[src/verilog/cctmr_consts.svh]
// offsets, field positions, reset values and clock ratios of the capture timer
`ifndef CCTMR_CONSTS_SVH
`define CCTMR_CONSTS_SVH
`define CCTMR_CTRL_ADDR 8'hc8
`define CCTMR_CTRL_RESET 8'h00
`define CCTMR_BIT_HIGH_FLAG 7
`define CCTMR_BIT_LOW_FLAG 6
`define CCTMR_BIT_LOW_IRQ_EN 5
`define CCTMR_BIT_CAPTURE_EN 4
`define CCTMR_BIT_SPLIT 3
`define CCTMR_BIT_RUN 2
`define CCTMR_BIT_UNUSED 1
`define CCTMR_BIT_EXT_CLK 0
`define CCTMR_CTRL_WMASK 8'hfd
`define CCTMR_SYS_DIV 12
`define CCTMR_EXT_DIV 8
`define CCTMR_CLK_PERIOD_NS 20
`endif

[src/verilog/cctmr_pkg.sv]
// types shared by the capture timer files
package cctmr_pkg;
    typedef enum logic {
        CCTMR_MODE_WIDE,
        CCTMR_MODE_SPLIT
    } cctmr_mode_t;
    typedef enum logic [1:0] {
        CCTMR_SRC_IDLE,
        CCTMR_SRC_SYS,
        CCTMR_SRC_EXT
    } cctmr_src_t;
endpackage : cctmr_pkg

[src/verilog/cctmr_tick_gen.sv]
// prescaled count ticks: system clock divided by 12 or external clock divided by 8
`timescale 1ns/10ps
`include "cctmr_consts.svh"
module cctmr_tick_gen #(
    parameter int SYS_DIV = `CCTMR_SYS_DIV,
    parameter int EXT_DIV = `CCTMR_EXT_DIV
) (
    // clock and reset
    input wire logic ref_clk,
    input wire logic rst,
    // external clock level, already synchronous
    input wire logic extClk,
    // one-cycle tick outputs
    output logic sysDivTick,
    output logic extDivTick
);
    logic [3:0] sysCnt_q;
    logic [2:0] extCnt_q;
    logic extPrev_q;
    logic extRise;

    assign extRise = extClk & ~extPrev_q;

    always_ff @(posedge ref_clk or posedge rst) begin
        if (rst) begin
            sysCnt_q <= 4'h0;
            sysDivTick <= 1'b0;
        end else if (sysCnt_q == 4'(SYS_DIV - 1)) begin
            sysCnt_q <= 4'h0;
            sysDivTick <= 1'b1;
        end else begin
            sysCnt_q <= sysCnt_q + 4'h1;
            sysDivTick <= 1'b0;
        end
    end

    // external edges are counted in the system domain, so the result is synchronous
    always_ff @(posedge ref_clk or posedge rst) begin
        if (rst) begin
            extPrev_q <= 1'b0;
            extCnt_q <= 3'h0;
            extDivTick <= 1'b0;
        end else begin
            extPrev_q <= extClk;
            extDivTick <= 1'b0;
            if (extRise) begin
                if (extCnt_q == 3'(EXT_DIV - 1)) begin
                    extCnt_q <= 3'h0;
                    extDivTick <= 1'b1;
                end else begin
                    extCnt_q <= extCnt_q + 3'h1;
                end
            end
        end
    end
endmodule : cctmr_tick_gen

[src/verilog/cctmr_edge_det.sv]
// rising-edge detector for the comparator output
`timescale 1ns/10ps
module cctmr_edge_det (
    // clock and reset
    input wire logic ref_clk,
    input wire logic rst,
    // level in, pulse out
    input wire logic level,
    output logic rise
);
    logic prev_q;

    always_ff @(posedge ref_clk or posedge rst) begin
        if (rst) begin
            prev_q <= 1'b0;
        end else begin
            prev_q <= level;
        end
    end

    // combinational so every edge reaches the capture logic in its own cycle
    assign rise = level & ~prev_q;
endmodule : cctmr_edge_det

[src/verilog/cctmr_timer.sv]
// timer two: 16-bit or split 8-bit auto-reload timer with comparator capture
`timescale 1ns/10ps
`include "cctmr_consts.svh"
module cctmr_timer (
    // clock and reset
    input wire logic ref_clk,
    input wire logic rst,
    // special function register port
    input wire logic [7:0] sfrAddr,
    input wire logic sfrWrite,
    input wire logic [7:0] sfrWdata,
    output logic [7:0] sfrRdata,
    // counter and reload bytes, written by software
    input wire logic countLowWrite,
    input wire logic countHighWrite,
    input wire logic reloadLowWrite,
    input wire logic reloadHighWrite,
    input wire logic [7:0] byteWdata,
    output logic [7:0] countLowByte,
    output logic [7:0] countHighByte,
    output logic [7:0] reloadLowByte,
    output logic [7:0] reloadHighByte,
    // clock selects held in the clock control register
    input wire logic highByteClockSelect,
    input wire logic lowByteClockSelect,
    // external clock and comparator output, synchronous levels
    input wire logic extClk,
    input wire logic comparatorOut,
    // interrupt side
    input wire logic timerIrqEnable,
    output logic timerIrq
);
    logic [7:0] ctrl_q;
    logic [7:0] ctrl_d;
    logic sysDivTick;
    logic extDivTick;
    logic cmpRise;
    logic captureMode;
    logic captureEvent;
    logic selTick;
    logic lowTick;
    logic highTick;
    logic lowWrap;
    logic highWrap;
    logic ctrlWrite;
    cctmr_pkg::cctmr_mode_t mode;
    cctmr_pkg::cctmr_src_t lowSrc;
    cctmr_pkg::cctmr_src_t highSrc;

    cctmr_tick_gen u_tick (
        .ref_clk(ref_clk),
        .rst(rst),
        .extClk(extClk),
        .sysDivTick(sysDivTick),
        .extDivTick(extDivTick)
    );

    cctmr_edge_det u_cmp (
        .ref_clk(ref_clk),
        .rst(rst),
        .level(comparatorOut),
        .rise(cmpRise)
    );

    assign ctrlWrite = sfrWrite && (sfrAddr == `CCTMR_CTRL_ADDR);
    assign mode = ctrl_q[`CCTMR_BIT_SPLIT] ? cctmr_pkg::CCTMR_MODE_SPLIT
                                           : cctmr_pkg::CCTMR_MODE_WIDE;
    assign captureMode = ctrl_q[`CCTMR_BIT_CAPTURE_EN]
                         && (mode == cctmr_pkg::CCTMR_MODE_WIDE);
    assign captureEvent = captureMode && cmpRise;

    // prescaled source picked by the external select bit
    assign selTick = ctrl_q[`CCTMR_BIT_EXT_CLK] ? extDivTick : sysDivTick;

    // per-byte source: the clock control selects override to the raw system clock
    always_comb begin
        lowSrc = ctrl_q[`CCTMR_BIT_EXT_CLK] ? cctmr_pkg::CCTMR_SRC_EXT
                                            : cctmr_pkg::CCTMR_SRC_IDLE;
        highSrc = lowSrc;
        if (lowByteClockSelect) begin
            lowSrc = cctmr_pkg::CCTMR_SRC_SYS;
        end
        if (highByteClockSelect) begin
            highSrc = cctmr_pkg::CCTMR_SRC_SYS;
        end
    end

    function automatic logic srcTick(input cctmr_pkg::cctmr_src_t src, input logic pre);
        case (src)
            cctmr_pkg::CCTMR_SRC_SYS: srcTick = 1'b1;
            cctmr_pkg::CCTMR_SRC_EXT: srcTick = pre;
            cctmr_pkg::CCTMR_SRC_IDLE: srcTick = pre;
            default: srcTick = 1'b0;
        endcase
    endfunction : srcTick

    // wide mode follows the low-byte select for the whole 16-bit count
    always_comb begin
        case (mode)
            cctmr_pkg::CCTMR_MODE_SPLIT: begin
                lowTick = srcTick(lowSrc, selTick);
                highTick = ctrl_q[`CCTMR_BIT_RUN] && srcTick(highSrc, selTick);
            end
            cctmr_pkg::CCTMR_MODE_WIDE: begin
                lowTick = ctrl_q[`CCTMR_BIT_RUN] && srcTick(lowSrc, selTick);
                highTick = lowTick && (countLowByte == 8'hff);
            end
            default: begin
                lowTick = 1'b0;
                highTick = 1'b0;
            end
        endcase
    end

    assign lowWrap = lowTick && (countLowByte == 8'hff);
    assign highWrap = highTick && (countHighByte == 8'hff);

    // counter bytes; reload on wrap, except in capture mode where they run free
    always_ff @(posedge ref_clk or posedge rst) begin
        if (rst) begin
            countLowByte <= 8'h00;
        end else if (countLowWrite) begin
            countLowByte <= byteWdata;
        end else if (lowTick) begin
            if (lowWrap && (mode == cctmr_pkg::CCTMR_MODE_SPLIT)) begin
                countLowByte <= reloadLowByte;
            end else if (lowWrap && !captureMode && !highWrap) begin
                countLowByte <= 8'h00;
            end else if (highWrap && !captureMode) begin
                countLowByte <= reloadLowByte;
            end else begin
                countLowByte <= countLowByte + 8'h01;
            end
        end
    end

    always_ff @(posedge ref_clk or posedge rst) begin
        if (rst) begin
            countHighByte <= 8'h00;
        end else if (countHighWrite) begin
            countHighByte <= byteWdata;
        end else if (highTick) begin
            if (highWrap && !captureMode) begin
                countHighByte <= reloadHighByte;
            end else begin
                countHighByte <= countHighByte + 8'h01;
            end
        end
    end

    // capture overrides a software write to the reload bytes in the same cycle
    always_ff @(posedge ref_clk or posedge rst) begin
        if (rst) begin
            reloadLowByte <= 8'h00;
            reloadHighByte <= 8'h00;
        end else if (captureEvent) begin
            reloadLowByte <= countLowByte;
            reloadHighByte <= countHighByte;
        end else begin
            if (reloadLowWrite) begin
                reloadLowByte <= byteWdata;
            end
            if (reloadHighWrite) begin
                reloadHighByte <= byteWdata;
            end
        end
    end

    // control register; hardware flag sets win over a software clear
    always_comb begin
        ctrl_d = ctrl_q;
        if (ctrlWrite) begin
            ctrl_d = sfrWdata & `CCTMR_CTRL_WMASK;
        end
        if (highWrap || captureEvent) begin
            ctrl_d[`CCTMR_BIT_HIGH_FLAG] = 1'b1;
        end
        if (lowWrap) begin
            ctrl_d[`CCTMR_BIT_LOW_FLAG] = 1'b1;
        end
        ctrl_d[`CCTMR_BIT_UNUSED] = 1'b0;
    end

    always_ff @(posedge ref_clk or posedge rst) begin
        if (rst) begin
            ctrl_q <= `CCTMR_CTRL_RESET;
        end else begin
            ctrl_q <= ctrl_d;
        end
    end

    always_comb begin
        if (sfrAddr == `CCTMR_CTRL_ADDR) begin
            sfrRdata = ctrl_q;
        end else begin
            sfrRdata = 8'h00;
        end
    end

    // level request from the sticky flags; flags stay until software clears them
    assign timerIrq = timerIrqEnable && (ctrl_q[`CCTMR_BIT_HIGH_FLAG]
        || (ctrl_q[`CCTMR_BIT_LOW_FLAG] && ctrl_q[`CCTMR_BIT_LOW_IRQ_EN]));
endmodule : cctmr_timer

[config.mk]
export PLATFORM = sky130hd
export DESIGN_NAME = cctmr_timer
export DESIGN_NICKNAME = d
export VERILOG_FILES = /design/src/verilog/cctmr_pkg.sv /design/src/verilog/cctmr_tick_gen.sv /design/src/verilog/cctmr_edge_det.sv /design/src/verilog/cctmr_timer.sv
export VERILOG_INCLUDE_DIRS = /design/src /design/src/verilog
export SDC_FILE = /design/constraint.sdc
export NUM_CORES = 1
export LEC_CHECK = 0
export ABC_AREA = 1
export BUFFER_PORTS_ARGS = -buffer_cell sky130_fd_sc_hd__buf_4
export CAP_MARGIN = 20
export CORE_MARGIN = 1.5
export CORE_UTILIZATION = 43
export DETAILED_ROUTE_END_ITERATION = 8
export PLACE_DENSITY = 0.72
export SYNTH_ARGS = -nofsm -noshare
export SYNTH_HDL_FRONTEND = slang
export SYNTH_SLANG_ARGS = --single-unit
export TNS_END_PERCENT = 1
[constraint.sdc]
create_clock -name ref_clk -period 1.7 [get_ports ref_clk]
set_input_delay 0.17 -clock ref_clk [delete_from_list [all_inputs] [get_ports ref_clk]]
set_output_delay 0.17 -clock ref_clk [all_outputs]
set_load 0.05 [all_outputs]
==> metrics <==
outcome=finished with violations; failing checks=design-rule violations, negative setup slack; Final Hold Fails=0; Avg Vias per Cell=5.03; Worst Max-Slew Pin Slew=around 530 ps; mapped cell area=2910 um^2; clock latency on the worst-skew pair=310 ps; 1st-iter DRT viols=173; initial antenna violation count=0; WS Path Type=flip-flop to flip-flop; area of the core=roughly 6400 um^2; GRT Util Overall=0.212; CTS Sinks=50; slowest stage cell, crit path=dfrtp_2; RSZ-0062 raised after global routing=true; H-tree levels=2; post-synth top area cell=dfrtp_1; Post-Place Cells=549; Setup Viol. Count Final=4; Synthesized Nets=435; worst slack at placement=-41.5 ps; first-pass GRT wire length=12.5 mm; Final Max Slew Viols=0; CTS tree=done; FP Rows=29; WP data required=1950 ps; Warnings, synthesis=0; nets=530; Via Count=2850; root buffer selected by CTS=clkbuf_8; Die Wd=85.2 um; Worst Setup Start Kind=flip-flop; CP cell instances=ha_4 > nand2_4 > nor2_4 > nand3_4 > o21ai_4 > nand3_4 > buf_4 > nor2_1 > o21ai_0 > nand2_1; routed wire length=7.44 mm; Synth top area share=0.431; Area growth, synth to finish=34.0%; Min Hold Slack=between 60 and 70 ps; vias in the first global route=between 2000 and 3000; fill count=588; GPL Wtd Cong=between 0.8 and 0.9; top post-synthesis cells by area=dfrtp_1 (43%), nand2_1 (13%), inv_1 (10%); pwr dens=875 nW/um^2; pin count of the biggest net entering global routing=47; TritonCTS Buffers=5; Die H=85.2 um; clk slew on worst S/H paths=100 ps; CP dominant cell by count=nand3_4; synthesized instance count=394; IO Port Bufs=74; Tmin final=1720 ps; Worst path max stage delay=400 ps; Leakage=0.00209 uW; Setup WS post-layout=-21.1 ps; Yosys cell types=35; #FFs+latches synth=50; CP endpoint kind=flip-flop; I/O Pins=77; VDD IR-drop max=0.000501 V; die area=7260 um^2; dpl hpwl=5.70 mm; MaxCap Viol Count=0; share of cells above drive strength 1=0.276; Initial Util=0.452; 1st-pass router iterations=7; WP data arrival=1970 ps; CP max FO=8; GRT Residual Overflow=0; headroom to the max-slew limit=0.648; DR DRC count=6; fmax=roughly 580 MHz; Fin Setup TNS=-35.4 ps; worst min path class=input port to flip-flop; final worst path period share=1.01; Synth Area per Inst=7.37 um^2; deepest clock path buffer count=2; Seq/Total Area, Yosys=0.431; Diodes inserted=0; instance area at placement=3650 um^2; Final Cell Area=3890 um^2; Antenna Nets Post-Route=0; Finished Layout Cells=about 570; WL per Instance=13.1 um; Clock Skews=roughly 12 ps
## flip-flops by register name, indices dropped and copies added (netlist names)
signal             flops
countHighByte          8
u_tick.extPrev_q       1
reloadHighByte         8
u_tick.sysDivTick      1
countLowByte           8
u_tick.extCnt_q        3
reloadLowByte          8
u_cmp.prev_q           1
u_tick.extDivTick      1
u_tick.sysCnt_q        4
ctrl_q                 7
## logic make-up (layout without fill, tap and decap cells)
kind of cell,after synthesis,count (layout),share of synthesized area
flip-flops,50,50,0.431
AO/OA/AOI/OAI,48,48,0.112
AND/OR/NAND/NOR,186,186,0.279
multiplexers,1,1,0.00345
adder cells (fa/ha/maj),5,5,0.0215
buffers and inverters,94,190,0.126
XOR/XNOR,9,9,0.0271
other,1,1,0.00129
## layer usage
| layer | track usage | up-vias | share of wire |
|---|---|---|---|
| li1 | - | 1420 | - |
| met1 | 0.258 | 1319 | 0.43 |
| met2 | 0.379 | 102 | 0.49 |
| met3 | 0.0409 | 9 | 0.074 |
| met4 | 0.0656 | 0 | 0.0097 |
| met5 | 0 | - | 0 |
## area by class of cell
class | count | area (um^2) | share of cell area
Multi-Input combinational cell | 250 | 1360 | 0.349
Tap cell | 77 | 96.3 | 0.0248
Clock inverter | 2 | 12.5 | 0.00321
Inverter | 86 | 327 | 0.0839
Sequential cell | 50 | 1260 | 0.324
Timing Repair Buffer | 96 | 756 | 0.194
Clock buffer | 6 | 82.6 | 0.0212
## Yosys cell counts
library cell / count
nand2_1: 100
inv_1: 81
dfrtp_1: 50
nor2_1: 36
nand3_1: 35
o211ai_1: 14
o22ai_1: 14
o21ai_0: 13
xor2_1: 8
ha_1: 5
inv_2: 4
clkbuf_1: 3
nand4_1: 3
buf_1: 2
nand2_2: 2
nor2_4: 2
nor3_1: 2
nor3_2: 2
or2_2: 2
a21boi_0: 1
a21oi_1: 1
a21oi_4: 1
buf_2: 1
buf_4: 1
buf_6: 1
clkinv_1: 1
conb_1: 1
mux2i_1: 1
nand3_2: 1
nand3_4: 1
o2111ai_1: 1
o21a_1: 1
o21ai_1: 1
o21ai_4: 1
xnor2_1: 1
## stage by stage
step	util	power, uW
after floorplan	-	2240
after global placement	0.568	2610
after detailed placement	0.568	2650
after CTS	0.594	3390
after global routing	0.606	3600
final	0.606	3410
## final timing paths
check / start / end / slack (ps) / cells after the start
worst max-delay path: countLowByte[1] / countHighByte[2] / -20 / 10
min in group asynchronous: rst / u_tick.extCnt_q[2] / 300 / 3
worst min register to register: u_tick.extCnt_q[2] / u_tick.extCnt_q[2] / 500 / 2
worst min-delay path: sfrWdata[2] / ctrl_q[2] / 70 / 3
max in group asynchronous: rst / countHighByte[1] / 920 / 4
worst max register to register: countLowByte[1] / countHighByte[2] / -20 / 10
## timing repair
item | in CTS | in global routing
resized for setup | 2 | 16
hold buffers | 3 | 0
pin swaps | 1 | 4
buffers inserted | 4 | 3
endpoints found under the hold margin | 52 | 0
endpoints found under the setup margin | 11 | 32
## report_power, final
part	switching (uW)	total [uW]	internal [uW]
clock network	412	740	328
logic	777	1210	433
registers	126	1460	1330
total	1310	3410	2090
## critical path, delay by kind of cell (launching register included)
kind,cells,cell delay [ps]
compound gates,2,290
buf+inv,1,200
fa+ha+maj,1,160
flops,1,400
simple gates,6,610
## placed cells by master (no fill, tap or decap), drive strengths merged, types with 2 or more instances in the layout
cell / n
nor2: 38
xor2: 8
inv: 84
clkbuf: 6
ha: 5
nand2: 102
clkinv: 2
nand4: 3
nor3: 4
or2: 2
buf: 93
o22ai: 14
a21oi: 2
o211ai: 14
dlygate4sd3: 3
clkinvlp: 2
o21ai: 15
dfrtp: 50
nand3: 37
No activity file was read; power rests on OpenSTA's default activity.
